==> config.mk <==
export PLATFORM = sky130hd
export DESIGN_NAME = asr_dev_end_flat
export DESIGN_NICKNAME = d
export VERILOG_FILES = /design/src/pkg/asr_pkg.sv /design/src/pkg/asr_if.sv /design/src/verilog/asr_dev_end.sv /design/src/flat_wrapper.sv
export VERILOG_INCLUDE_DIRS = /design/src /design/src/pkg
export SDC_FILE = /design/constraint.sdc
export NUM_CORES = 1
export LEC_CHECK = 0
export ABC_AREA = 1
export BUFFER_PORTS_ARGS = -buffer_cell sky130_fd_sc_hd__buf_4
export CORE_UTILIZATION = 68
export CTS_BUF_LIST = sky130_fd_sc_hd__clkbuf_2 sky130_fd_sc_hd__clkbuf_4 sky130_fd_sc_hd__clkbuf_8
export DETAILED_ROUTE_END_ITERATION = 8
export GPL_TIMING_DRIVEN = 0
export PLACE_DENSITY = 0.88
export SYNTH_ARGS = -nofsm -noshare
export SYNTH_HDL_FRONTEND = slang
export SYNTH_SLANG_ARGS = --single-unit
==> constraint.sdc <==
create_clock -name clk -period 5.27 [get_ports clk]
set_input_delay 0.527 -clock clk [delete_from_list [all_inputs] [get_ports clk]]
set_output_delay 0.527 -clock clk [all_outputs]
set_load 0.1 [all_outputs]
==> src/pkg/asr_consts.svh <==
/*
 * Offsets, field positions and timing counts of the serial audio link.
 * Assumes it is included by the package and the two link ends.
 */
`ifndef ASR_CONSTS_SVH
`define ASR_CONSTS_SVH

// Receiver registers (16-bit address, 16-bit data)
`define ASR_REG_MC        16'h000c
`define ASR_REG_FA        16'h000d
`define ASR_REG_FB        16'h000e
`define ASR_REG_DL        16'h000f
`define ASR_REG_DR        16'h0010
`define ASR_REG_RESET     16'h0000
// Receiver field positions
`define ASR_MC_TDM_BIT    15
`define ASR_MC_OFF_BIT    14
`define ASR_FA_WLEN_MSB   4
`define ASR_FA_WLEN_LSB   2
`define ASR_FA_POL_BIT    6
`define ASR_FA_CMP_BIT    7
`define ASR_FB_TS_BIT     10
`define ASR_DLY_MSB       9
// Format codes
`define ASR_FMT_RJ        2'h0
`define ASR_FMT_LJ        2'h1
`define ASR_FMT_I2S       2'h2
// Word length codes
`define ASR_WL_C16        3'h0
`define ASR_WL_C20        3'h1
`define ASR_WL_C24        3'h2
`define ASR_WL_C32        3'h3
`define ASR_WL_C8         3'h4
// Controller APB register offsets
`define ASR_APB_CTRL      8'h00
`define ASR_APB_FRAME     8'h04
`define ASR_APB_TXDATA    8'h08
`define ASR_APB_STATUS    8'h0c
`define ASR_APB_DCMD      8'h10
`define ASR_APB_DWRITE    8'h14
`define ASR_APB_DREAD     8'h18
// Timing
`define ASR_CLK_NS        50
`define ASR_BCLK_NS       400
`define ASR_BCLK_HALF     (`ASR_BCLK_NS / `ASR_CLK_NS / 2)

`endif

==> src/pkg/asr_pkg.sv <==
/*
 * Types shared by both ends of the serial audio link.
 * Assumes asr_consts.svh is on the include path.
 */
`include "asr_consts.svh"

package asr_pkg;

	typedef enum logic [3:0] {
		ASR_RJ, ASR_LJ, ASR_I2S, ASR_TDM_LJ, ASR_TDM_I2S,
		ASR_PCM_A, ASR_PCM_B, ASR_PCM_TS, ASR_PCM_OFF
	} asr_mode_e;

	typedef struct packed {
		logic [2:0]  bclk_s;
		logic [1:0]  fs_s;
		logic [1:0]  sd_s;
		logic        fs_prev;
		logic [31:0] sreg;
		logic [10:0] k;
		logic [10:0] tgt;
		logic [10:0] tgt2;
		logic        t2_en;
		logic [3:0]  nleft;
		logic [2:0]  ch;
		logic [2:0]  step;
		logic [15:0] mc;
		logic [15:0] fa;
		logic [15:0] fb;
		logic [15:0] dl;
		logic [15:0] dr;
		logic [15:0] rdata;
		logic        pend;
		logic [31:0] pend_data;
		logic [31:0] out_data;
		logic [2:0]  out_ch;
		logic        out_valid;
	} asr_dev_s;

	typedef struct packed {
		logic [2:0]  div;
		logic        bclk;
		logic        fs;
		logic        sd;
		logic [8:0]  p;
		logic [4:0]  bc;
		logic [3:0]  sc;
		logic        act;
		logic [31:0] ctrl;
		logic [31:0] frame;
		logic [31:0] tx;
		logic [31:0] dcmd;
		logic        dwr;
		logic [15:0] drd;
		logic [15:0] fcount;
		logic        pready;
		logic        pslverr;
		logic [31:0] prdata;
	} asr_host_s;

endpackage

==> src/pkg/asr_if.sv <==
/*
 * Link between the audio controller and the audio receiver.
 * Assumes both ends run on the same system clock for the register lines.
 */
`timescale 1ns/1ps

interface asr_if;
	logic        bit_clock;
	logic        frame_sync;
	logic        serial_data;
	logic        reg_wr;
	logic [15:0] reg_addr;
	logic [15:0] reg_wdata;
	logic [15:0] reg_rdata;

	modport dev (
		input  bit_clock, frame_sync, serial_data,
		input  reg_wr, reg_addr, reg_wdata,
		output reg_rdata
	);
	modport ctl (
		output bit_clock, frame_sync, serial_data,
		output reg_wr, reg_addr, reg_wdata,
		input  reg_rdata
	);
endinterface

==> src/verilog/asr_dev_end.sv <==
/*
 * Slave serial audio receiver: nine framing modes, up to eight channels.
 * Assumes bit clock and frame sync come from the controller, asynchronous
 * to clk and slower than clk / 8 per half period.
 */
`timescale 1ns/1ps
`include "asr_consts.svh"
// Behaviour
// - Controller makes bit clock and frame sync
// - Data sampled on bit clock rising edge
// - Word lengths 8/16/20/24/32 from word length field
// - Companding bit forces 8-bit words
// - Format field: 00 RJ, 01 LJ, 10 I2S
// - TDM and PCM carry up to eight channels
// - Software sets TDM enable for TDM framing
// - RJ: LSB just before sync edge
// - LJ: MSB on first edge after sync edge
// - I2S: MSB on second edge, left low
// - TDM LJ: odd channels low, even high
// - TDM I2S: even channels low, odd high
// - PCM A: MSB second edge, back to back
// - PCM B: MSB first edge, back to back
// - No delay enabled: capture right after sync
// - Time slot: left/right delays from registers
// - Software sets slot enable for delays
// - Software sets offset enable for offset mode
// - Offset: channel 0 at left delay, chained
// - Delays allow bus sharing and slot reuse
// - Registers 16-bit address and data
module asr_dev_end
	import asr_pkg::*;
(
	// Clock and reset
	input  wire logic        clk,
	input  wire logic        sys_rst,
	// Link
	asr_if.dev               link,
	// Received samples
	output logic [31:0]      sample_data,
	output logic [2:0]       sample_chan,
	output logic             sample_valid
);

	////////////////////////////////////////////////////////////////////////
	function automatic logic [5:0] word_len(input logic [15:0] fa);
		logic [5:0] w;
		w = 6'd16;
		if (fa[`ASR_FA_CMP_BIT])
			w = 6'd8;
		else
		begin
			case (fa[`ASR_FA_WLEN_MSB:`ASR_FA_WLEN_LSB])
				`ASR_WL_C20: w = 6'd20;
				`ASR_WL_C24: w = 6'd24;
				`ASR_WL_C32: w = 6'd32;
				`ASR_WL_C8:  w = 6'd8;
				default:     w = 6'd16;
			endcase
		end
		return w;
	endfunction

	function automatic asr_mode_e decode_mode(input logic [15:0] mc,
		input logic [15:0] fa, input logic [15:0] fb);
		asr_mode_e m;
		m = ASR_RJ;
		if (mc[`ASR_MC_OFF_BIT])
			m = ASR_PCM_OFF;
		else if (fa[1:0] == `ASR_FMT_RJ)
			m = ASR_RJ;
		else if (fa[1:0] == `ASR_FMT_LJ)
			m = mc[`ASR_MC_TDM_BIT] ? ASR_TDM_LJ : ASR_LJ;
		else if (fa[1:0] == `ASR_FMT_I2S)
			m = mc[`ASR_MC_TDM_BIT] ? ASR_TDM_I2S : ASR_I2S;
		else if (fb[`ASR_FB_TS_BIT])
			m = ASR_PCM_TS;
		else
			m = fa[`ASR_FA_POL_BIT] ? ASR_PCM_B : ASR_PCM_A;
		return m;
	endfunction

	////////////////////////////////////////////////////////////////////////
	asr_dev_s q;
	asr_dev_s d;

	always_comb
	begin
		asr_mode_e   mode;
		logic [5:0]  wl;
		logic [31:0] mask;
		logic        edge_r;
		logic        fs_now;
		logic        trans;
		logic        fstart;
		logic [31:0] nsreg;
		logic [10:0] kk;
		logic [10:0] start;
		logic        hit1;
		mode   = decode_mode(q.mc, q.fa, q.fb);
		wl     = word_len(q.fa);
		mask   = 32'hffffffff >> (6'd32 - wl);
		edge_r = q.bclk_s[1] & ~q.bclk_s[2];
		fs_now = q.fs_s[1];
		trans  = fs_now != q.fs_prev;
		fstart = 1'b0;
		nsreg  = {q.sreg[30:0], q.sd_s[1]};
		kk     = 11'h000;
		start  = 11'h000;
		hit1   = 1'b0;
		d = q;
		d.out_valid = 1'b0;
		// Two-stage synchronisers on the link pins
		d.bclk_s = {q.bclk_s[1:0], link.bit_clock};
		d.fs_s   = {q.fs_s[0], link.frame_sync};
		d.sd_s   = {q.sd_s[0], link.serial_data};

		// Register port
		if (link.reg_wr)
		begin
			if (link.reg_addr == `ASR_REG_MC)
				d.mc = link.reg_wdata;
			else if (link.reg_addr == `ASR_REG_FA)
				d.fa = link.reg_wdata;
			else if (link.reg_addr == `ASR_REG_FB)
				d.fb = link.reg_wdata;
			else if (link.reg_addr == `ASR_REG_DL)
				d.dl = link.reg_wdata;
			else if (link.reg_addr == `ASR_REG_DR)
				d.dr = link.reg_wdata;
		end
		if (link.reg_addr == `ASR_REG_MC)
			d.rdata = q.mc;
		else if (link.reg_addr == `ASR_REG_FA)
			d.rdata = q.fa;
		else if (link.reg_addr == `ASR_REG_FB)
			d.rdata = q.fb;
		else if (link.reg_addr == `ASR_REG_DL)
			d.rdata = q.dl;
		else if (link.reg_addr == `ASR_REG_DR)
			d.rdata = q.dr;
		else
			d.rdata = 16'h0000;

		// Second channel of a shared time slot
		if (q.pend)
		begin
			d.pend      = 1'b0;
			d.out_valid = 1'b1;
			d.out_ch    = 3'h1;
			d.out_data  = q.pend_data;
		end

		////////////////////////////////////////////////////////////////////
		if (edge_r)
		begin
			d.sreg    = nsreg;
			d.fs_prev = fs_now;
			if (mode >= ASR_PCM_A)
				fstart = fs_now & ~q.fs_prev;
			else
				fstart = trans;
			if (fstart)
				kk = 11'h000;
			else if (q.k != 11'h7ff)
				kk = q.k + 11'h001;
			else
				kk = q.k;
			d.k = kk;

			if (mode == ASR_RJ && trans)
			begin
				d.out_valid = 1'b1;
				d.out_ch    = q.fs_prev ? 3'h0 : 3'h1;
				d.out_data  = q.sreg & mask;
			end

			if (fstart)
			begin
				d.t2_en = 1'b0;
				d.nleft = 4'h1;
				d.step  = 3'h1;
				d.ch    = 3'h0;
				case (mode)
					ASR_RJ:
						d.nleft = 4'h0;
					ASR_LJ:
						d.ch = fs_now ? 3'h0 : 3'h1;
					ASR_I2S:
					begin
						start = 11'h001;
						d.ch  = fs_now ? 3'h1 : 3'h0;
					end
					ASR_TDM_LJ:
					begin
						d.ch    = fs_now ? 3'h0 : 3'h1;
						d.nleft = 4'h4;
						d.step  = 3'h2;
					end
					ASR_TDM_I2S:
					begin
						start   = 11'h001;
						d.ch    = fs_now ? 3'h1 : 3'h0;
						d.nleft = 4'h4;
						d.step  = 3'h2;
					end
					ASR_PCM_A:
					begin
						start   = 11'h001;
						d.nleft = 4'h8;
					end
					ASR_PCM_B:
						d.nleft = 4'h8;
					ASR_PCM_TS:
					begin
						start  = {1'b0, q.dl[`ASR_DLY_MSB:0]};
						d.tgt2 = {1'b0, q.dr[`ASR_DLY_MSB:0]} +
							{5'h00, wl} - 11'h001;
						d.t2_en = 1'b1;
					end
					default:
					begin
						start   = {1'b0, q.dl[`ASR_DLY_MSB:0]};
						d.nleft = 4'h8;
					end
				endcase
				d.tgt = start + {5'h00, wl} - 11'h001;
			end
			else
			begin
				if (q.nleft != 4'h0 && kk == q.tgt)
				begin
					hit1        = 1'b1;
					d.out_valid = 1'b1;
					d.out_ch    = q.ch;
					d.out_data  = nsreg & mask;
					d.tgt       = q.tgt + {5'h00, wl};
					d.ch        = q.ch + q.step;
					d.nleft     = q.nleft - 4'h1;
				end
				if (q.t2_en && kk == q.tgt2)
				begin
					d.t2_en = 1'b0;
					if (hit1)
					begin
						d.pend      = 1'b1;
						d.pend_data = nsreg & mask;
					end
					else
					begin
						d.out_valid = 1'b1;
						d.out_ch    = 3'h1;
						d.out_data  = nsreg & mask;
					end
				end
			end
		end
	end

	always_ff @(posedge clk)
	begin
		if (sys_rst)
			q <= '0;
		else
			q <= d;
	end

	assign sample_data    = q.out_data;
	assign sample_chan    = q.out_ch;
	assign sample_valid   = q.out_valid;
	assign link.reg_rdata = q.rdata;

endmodule // asr_dev_end
==> src/flat_wrapper.sv <==
// flat-port wrapper written by rule: the top's interface ports become plain ports
module asr_dev_end_flat import asr_pkg::*;
  (clk, sys_rst, sample_data, sample_chan, sample_valid, link_bit_clock, link_frame_sync, link_serial_data, link_reg_wr, link_reg_addr, link_reg_wdata, link_reg_rdata);
  asr_if link_i ();
  input  wire logic clk;
  input  wire logic sys_rst;
  output logic [31:0] sample_data;
  output logic [2:0] sample_chan;
  output logic sample_valid;
  input wire logic [$bits(link_i.bit_clock)-1:0] link_bit_clock;
  input wire logic [$bits(link_i.frame_sync)-1:0] link_frame_sync;
  input wire logic [$bits(link_i.serial_data)-1:0] link_serial_data;
  input wire logic [$bits(link_i.reg_wr)-1:0] link_reg_wr;
  input wire logic [$bits(link_i.reg_addr)-1:0] link_reg_addr;
  input wire logic [$bits(link_i.reg_wdata)-1:0] link_reg_wdata;
  output wire logic [$bits(link_i.reg_rdata)-1:0] link_reg_rdata;
  assign link_i.bit_clock = link_bit_clock;
  assign link_i.frame_sync = link_frame_sync;
  assign link_i.serial_data = link_serial_data;
  assign link_i.reg_wr = link_reg_wr;
  assign link_i.reg_addr = link_reg_addr;
  assign link_i.reg_wdata = link_reg_wdata;
  assign link_reg_rdata = link_i.reg_rdata;
  asr_dev_end u_core (.clk(clk), .sys_rst(sys_rst), .link(link_i), .sample_data(sample_data), .sample_chan(sample_chan), .sample_valid(sample_valid));
endmodule
# Word level (Yosys, flattened, before mapping)
# Cells that the tools add are included.
word_totals:
  out_inout_bits: 52
  inputBits: 38
  word_cells: 140
  reg_bits: 249
classes:
  add_sub_neg: 9
  reduce_logical: 25
  eq_ne: 22
  n_shift: 1
  n_lt_le_gt_ge: 1
  n_mux: 46
  n_bitwise: 13
ops:
  columns: ["op", "count"]
  rows:
  - ["36-bit two-way mux", 7]
  - ["16-bit two-way mux", 5]
  - ["11-bit two-way mux", 7]
  - ["32-bit bitwise AND", 2]
  - ["16-bit by 4-bit equality test with 1-bit output, second input constant", 4]
  - ["33-bit two-way mux", 1]
  - ["32-bit by 6-bit >> shifter with 32-bit output, first input constant", 1]
  - ["6-bit case mux with 4 select lines", 1]
  - ["11-bit by 6-bit adder with 11-bit output", 2]
  - ["11-bit equality test", 2]
  - ["11-bit by 1-bit subtractor with 11-bit output, second input constant", 2]
  - ["4-bit two-way mux", 5]
  - ["10-bit case mux with 2 select lines", 1]
  - ["16-bit by 5-bit equality test with 1-bit output, second input constant", 1]
  - ["4-bit by 3-bit equality test with 1-bit output, second input constant", 4]
  - ["4-bit case mux with 3 select lines", 1]
  - ["10-bit by 6-bit adder with 11-bit output", 1]
  - ["11-bit by 1-bit adder with 11-bit output, second input constant", 1]
  - ["11-bit != test, second input constant", 1]
  - ["1-bit two-way mux", 10]
  - ["1-bit NOT", 9]
  - ["4-bit by 2-bit equality test with 1-bit output, second input constant", 2]
  - ["8-bit two-way mux", 1]
  - ["2-bit AND reduction", 4]
  - ["29 further kinds", 42]

# Longest topological paths before layout
logic_depth:
  word_depth: 20
  mapped_depth: 25
  ltp_nobuf: 25

# Worst setup path after synthesis
# No wires, ideal clock.
synth_path:
  path_kind: "flip-flop to flip-flop"
  startpoint: "reg u_core.q[133] (netlist name)"
  endpoint: "reg u_core.q[196] (netlist name)"
  setup_ns: 0.119
  path_stages_with_launch: 26
  t_required_ns: 5.151
  arrival_ns: 3.112
  n_path_buf: 0
  period_less_slack_ns: 3.232
  setup_slack_ns: 2.038
  path_cell_list: "dfxtp_1 nor2_1 nor2_4 nand2_1 nand2_2 nor3_1 inv_1 nand2_1 inv_1 nor2_1 inv_1 ha_1 fa_1 nand3_1 nand2_1 nand2_1 nand2_1 a21oi_1 inv_1 a21oi_1 nor2_1 nor2_1 xor2_1 o21ai_0 o21ai_1 a21oi_1"
synth_via:
  elab_chain_len: 14
  elab_cells_between_ends: 31
  cone_classes: "2 x add/sub; 1 x order compare; 9 x eq/ne; 12 x mux; 7 x reduce/logical"
synth_rtl:
  columns: ["element", "line", "source"]
  rows:
  - ["from (decl)", "asr_dev_end.sv:83", "asr_dev_s q;"]
  - ["from (signal assigned)", "asr_dev_end.sv:262", "q <= '0;"]
  - ["from (signal assigned)", "asr_dev_end.sv:264", "q <= d;"]
  - ["2-bit equality test (no line)", null, null]
  - ["4-bit two-way mux", "asr_dev_end.sv:73", "else if (fa[1:0] == `ASR_FMT_I2S)"]
  - ["4-bit two-way mux", "asr_dev_end.sv:71", "else if (fa[1:0] == `ASR_FMT_LJ)"]
  - ["4-bit two-way mux *", "asr_dev_end.sv:69", "else if (fa[1:0] == `ASR_FMT_RJ)"]
  - ["4-bit two-way mux *", "asr_dev_end.sv:67", "if (mc[`ASR_MC_OFF_BIT])"]
  - ["branches (longest 9 deep; another with 11-bit by 6-bit adder with 11-bit output)", null, null]
# Mark *: on every way between the ends. The select of a mux whose other input is x is not followed.
# A chain may end at the register's enable or synchronous reset.

# Worst setup path in the final report
layout_path:
  startpoint: "reg u_core.q[136] (netlist name)"
  endpoint: "reg u_core.q[197] (netlist name)"
layout_via:
  elab_chain_len: 6
  elab_cells_between_ends: 11
  cone_classes: "3 x add/sub; 4 x eq/ne; 4 x mux"
layout_rtl:
  columns: ["element", "line", "source"]
  rows:
  - ["3-bit equality test (tied with other cells)", "asr_dev_end.sv:52", "case (fa[`ASR_FA_WLEN_MSB:`ASR_FA_WLEN_LSB])"]
  - ["6-bit case mux with 4 select lines *", "asr_dev_end.sv:52", null]
  - ["6-bit two-way mux *", "asr_dev_end.sv:48", "if (fa[`ASR_FA_CMP_BIT])"]
  - ["11-bit by 6-bit adder with 11-bit output, on equally long branches", "asr_dev_end.sv:226, asr_dev_end.sv:236", null]
  - ["11-bit by 1-bit subtractor with 11-bit output / 11-bit two-way mux (equally long branches)", "asr_dev_end.sv:226, asr_dev_end.sv:230", null]
  - ["11-bit two-way mux *", "asr_dev_end.sv:177", "if (fstart)"]
# Every way passes the cells marked *; elsewhere a longest branch is shown, timed or not. The select of a mux whose other input is x is not followed.

==> results.py <==
metrics = {
    "status": {
        "status": "completed",
    },
    "clock_network": {
        "cts_resized": 0,
        "post_cts_buffers": 0,
        "cts_hold_buf": 0,
        "cts_buffer_depth": 3,
        "cts_root_buf": "clkbuf_8",
        "cts_tree": "done",
        "htree_levels": 2,
        "cts.sinks": 248,
        "clkTransAtPathRegs_ns": 0.07,
        "clkLatencyLatePin_ns": 0.58,
        "cts_buffers": 41,
    },
    "timing": {
        "finalSetupViolCount": 0,
        "min_period_over_period": 0.731,
        "finClkSkew_ns": 0.0286,
        "grt_setup_unrepaired": "false",
        "fmax_mhz": 260,
        "tns_ns": 0,
        "relSlewSlack": 0.161,
        "report.final.hold_viol_count": 0,
        "drv_slew": 0,
        "tightest_slew_ns": 1.25,
        "post-route-min-period_ns": 3.85,
    },
    "worst_setup_path": {
        "path_cells": "inv_1 > o21ai_0 > nor2_1 > nor2_1 > inv_1 > nor2_1 > inv_1 > ha_1 > inv_1 > ha_1 > nand2_1 > o21ai_0 > nand3_1 > nand2_1 > a21oi_1 > o21bai_1 > a21oi_1 > o21ai_0 > o21ai_0 > nor2_1 > nor2_1",
        "crit_path_end_kind": "flop",
        "crit_buf_inv": 4,
        "crit_path_start_kind": "flop",
        "criticalPathCategory": "reg -> reg",
        "path_delay_family": "simple AND/OR/NAND/NOR gates",
        "crit_fanout": 6,
        "worstPathArrival_ns": 4.30,
        "cp.required_ns": 5.72,
        "crit_slowest_cell": "nor2_1",
        "slowest_delay_ns": 0.52,
        "r2r_slack_ns": 1.42,
        "crit_path_frequent_cell": "nor2_1",
    },
    "synth": {
        "syn_area_per_cell_um2": 6.96,
        "synth_cells": 1906,
        "syn_area_um2": 13300,
        "synth_top_cell_by_area": "dfxtp_1",
        "synthesis.nets": 1986,
        "ys_warn_count": 0,
        "synth.top_cell.area_share": 0.374,
        "async_flop_share": 0,
        "synth.most_common_cell": "nand2_1",
        "yosys-top-cells-area": "dfxtp_1 (37%), o21ai_0 (9.2%), a21oi_1 (8.4%)",
        "synth_seq_cells": 248,
        "synth_edf_count": 0,
        "ys_top_cells_by_count": "nand2_1 (273), dfxtp_1 (248), o21ai_0 (244)",
        "synth_ff_type": "dfxtp_1",
        "seq_area_frac_synth": 0.374,
        "ys_types": 47,
    },
    "global_route": {
        "antenna_found_initial": 0,
        "first_global_vias": 13100,
        "overflow": 0,
        "grt_pass1_wl_um": 66600,
        "grt_usage": 0.423,
        "grt_max_degree": 12,
    },
    "pwr": {
        "max-vdd-ir-drop_mv": 0.218,
        "powerDensity_nw_per_um2": 276,
        "leakagePower_uw": 0.00660,
    },
    "place": {
        "io_buffers": 89,
        "hpwl_um": 30200,
        "gp_congestion": 0.984,
    },
    "run": {
        "maxCapViolations": 0,
    },
    "routing": {
        "viasPerCell": 6.04,
        "drc": 0,
        "vias": 14100,
        "drtIter0Drc": 1600,
        "totalWireLength_um": 42600,
        "drtAntennaViolNets": 0,
        "drtPass1Iterations": 6,
        "wire_per_inst_um": 18.3,
    },
    "worst_hold_path": {
        "hp-class": "in -> reg",
    },
    "floorplanning": {
        "dieWidth_um": 142,
        "std_cell_rows": 50,
        "coreArea_um2": 18900,
        "ios": 90,
        "die_area_um2": 20100,
        "initial_core_util": 0.703,
        "die_h_um": 142,
    },
    "cells_and_area": {
        "nets": 2118,
        "layout-drive-gt1-share": 0.136,
        "fin_util": 0.804,
        "area_growth_pct": 14.4,
        "diodes": 0,
    },
}
==> metrics by stage <==
stage	instance area (um^2)	hold slack, ns	instances	total power, uW	setup slack, ns
finish	15200	0.178	2328	4190	1.42
global route	15200	0.188	2328	4290	1.09
CTS	15200	0.164	2328	4150	1.49
detailed placement	14300	0.399	2255	2320	1.52
global placement	14300	0.393	2255	2310	1.62
floorplan	13300	0.388	1906	2200	2.04
==> cell usage in the layout, fill, tap and decap left out, types with 3 or more instances in the layout <==
master / n
clkbuf_8: 56
nand4_1: 26
mux2i_1: 15
a2111oi_0: 4
nand2_2: 3
nand3_1: 118
xnor2_1: 4
fa_1: 4
or2_2: 32
nor3_1: 17
dfxtp_1: 248
ha_1: 38
clkbuf_4: 11
xor2_1: 14
o21a_1: 5
nand3_2: 4
buf_4: 141
o22a_1: 4
o22ai_1: 4
o21ai_0: 244
o221ai_1: 12
o211ai_1: 16
nor2_1: 160
buf_1: 6
a21oi_1: 224
nand2_1: 273
buf_2: 17
clkbuf_1: 78
o21bai_1: 6
inv_1: 241
buf_6: 3
o31ai_1: 3
o21ai_1: 8
==> layout make-up <==
type | instances | area, um^2
Sequential cell | 248 | 4960
Timing Repair Buffer | 89 | 668
Fill cell | 1393 | 3710
Multi-Input combinational cell | 1258 | 6570
Inverter | 244 | 916
Clock inverter | 6 | 65.1
Tap cell | 260 | 325
Buffer | 156 | 825
Clock buffer | 67 | 853
==> final timing paths <==
| path | start | end | depth (start not counted) |
|---|---|---|---|
| setup / recovery | u_core.q[136] | u_core.q[197] | 21 |
| hold / removal | link_frame_sync | u_core.d[245] | 3 |
| setup reg to reg | u_core.q[136] | u_core.q[197] | 21 |
| hold reg to reg | u_core.d[243] | u_core.q[243] | 2 |
==> sequential cells by signal (all words and copies together) (netlist names) <==
signal                 count
u_core.q                 192
u_core.sample_valid        1
u_core.d                   4
u_core.sample_chan         3
u_core.link.reg_rdata     16
u_core.sample_data        32
==> metal layers <==
metal / up-vias / global-route usage / wire, um
met5: - / 0 / 0
met4: 0 / 0.274 / 2860
met3: 223 / 0.0817 / 4710
met2: 946 / 0.675 / 19000
met1: 6372 / 0.523 / 16100
li1: 6518 / - / -
==> worst min-delay path, cell delays in order <==
cell and delay [ns]:
buf_4 0.08, inv_1 0.03, nor2_1 0.06
==> logic make-up (layout without fill, tap and decap cells) <==
kind of cell,count (synthesis),count (layout),share of synthesized area
AOI/OAI and AO/OA,539,539,0.217
xor gates and xnor gates,18,18,0.0119
adders and majority gates,42,42,0.0419
buffers and inverters,400,562,0.131
DFF,248,248,0.374
muxes,15,15,0.0113
and+or+nand+nor,644,644,0.213
==> power breakdown <==
group | switching, uW | leakage, uW | total [uW] | internal, uW
Clock | 816 | 0.000484 | 1890 | 1080
Sequential | 21.1 | 0.00200 | 1920 | 1900
Combinational | 264 | 0.00411 | 373 | 108
(Power assumes the default switching activity.)
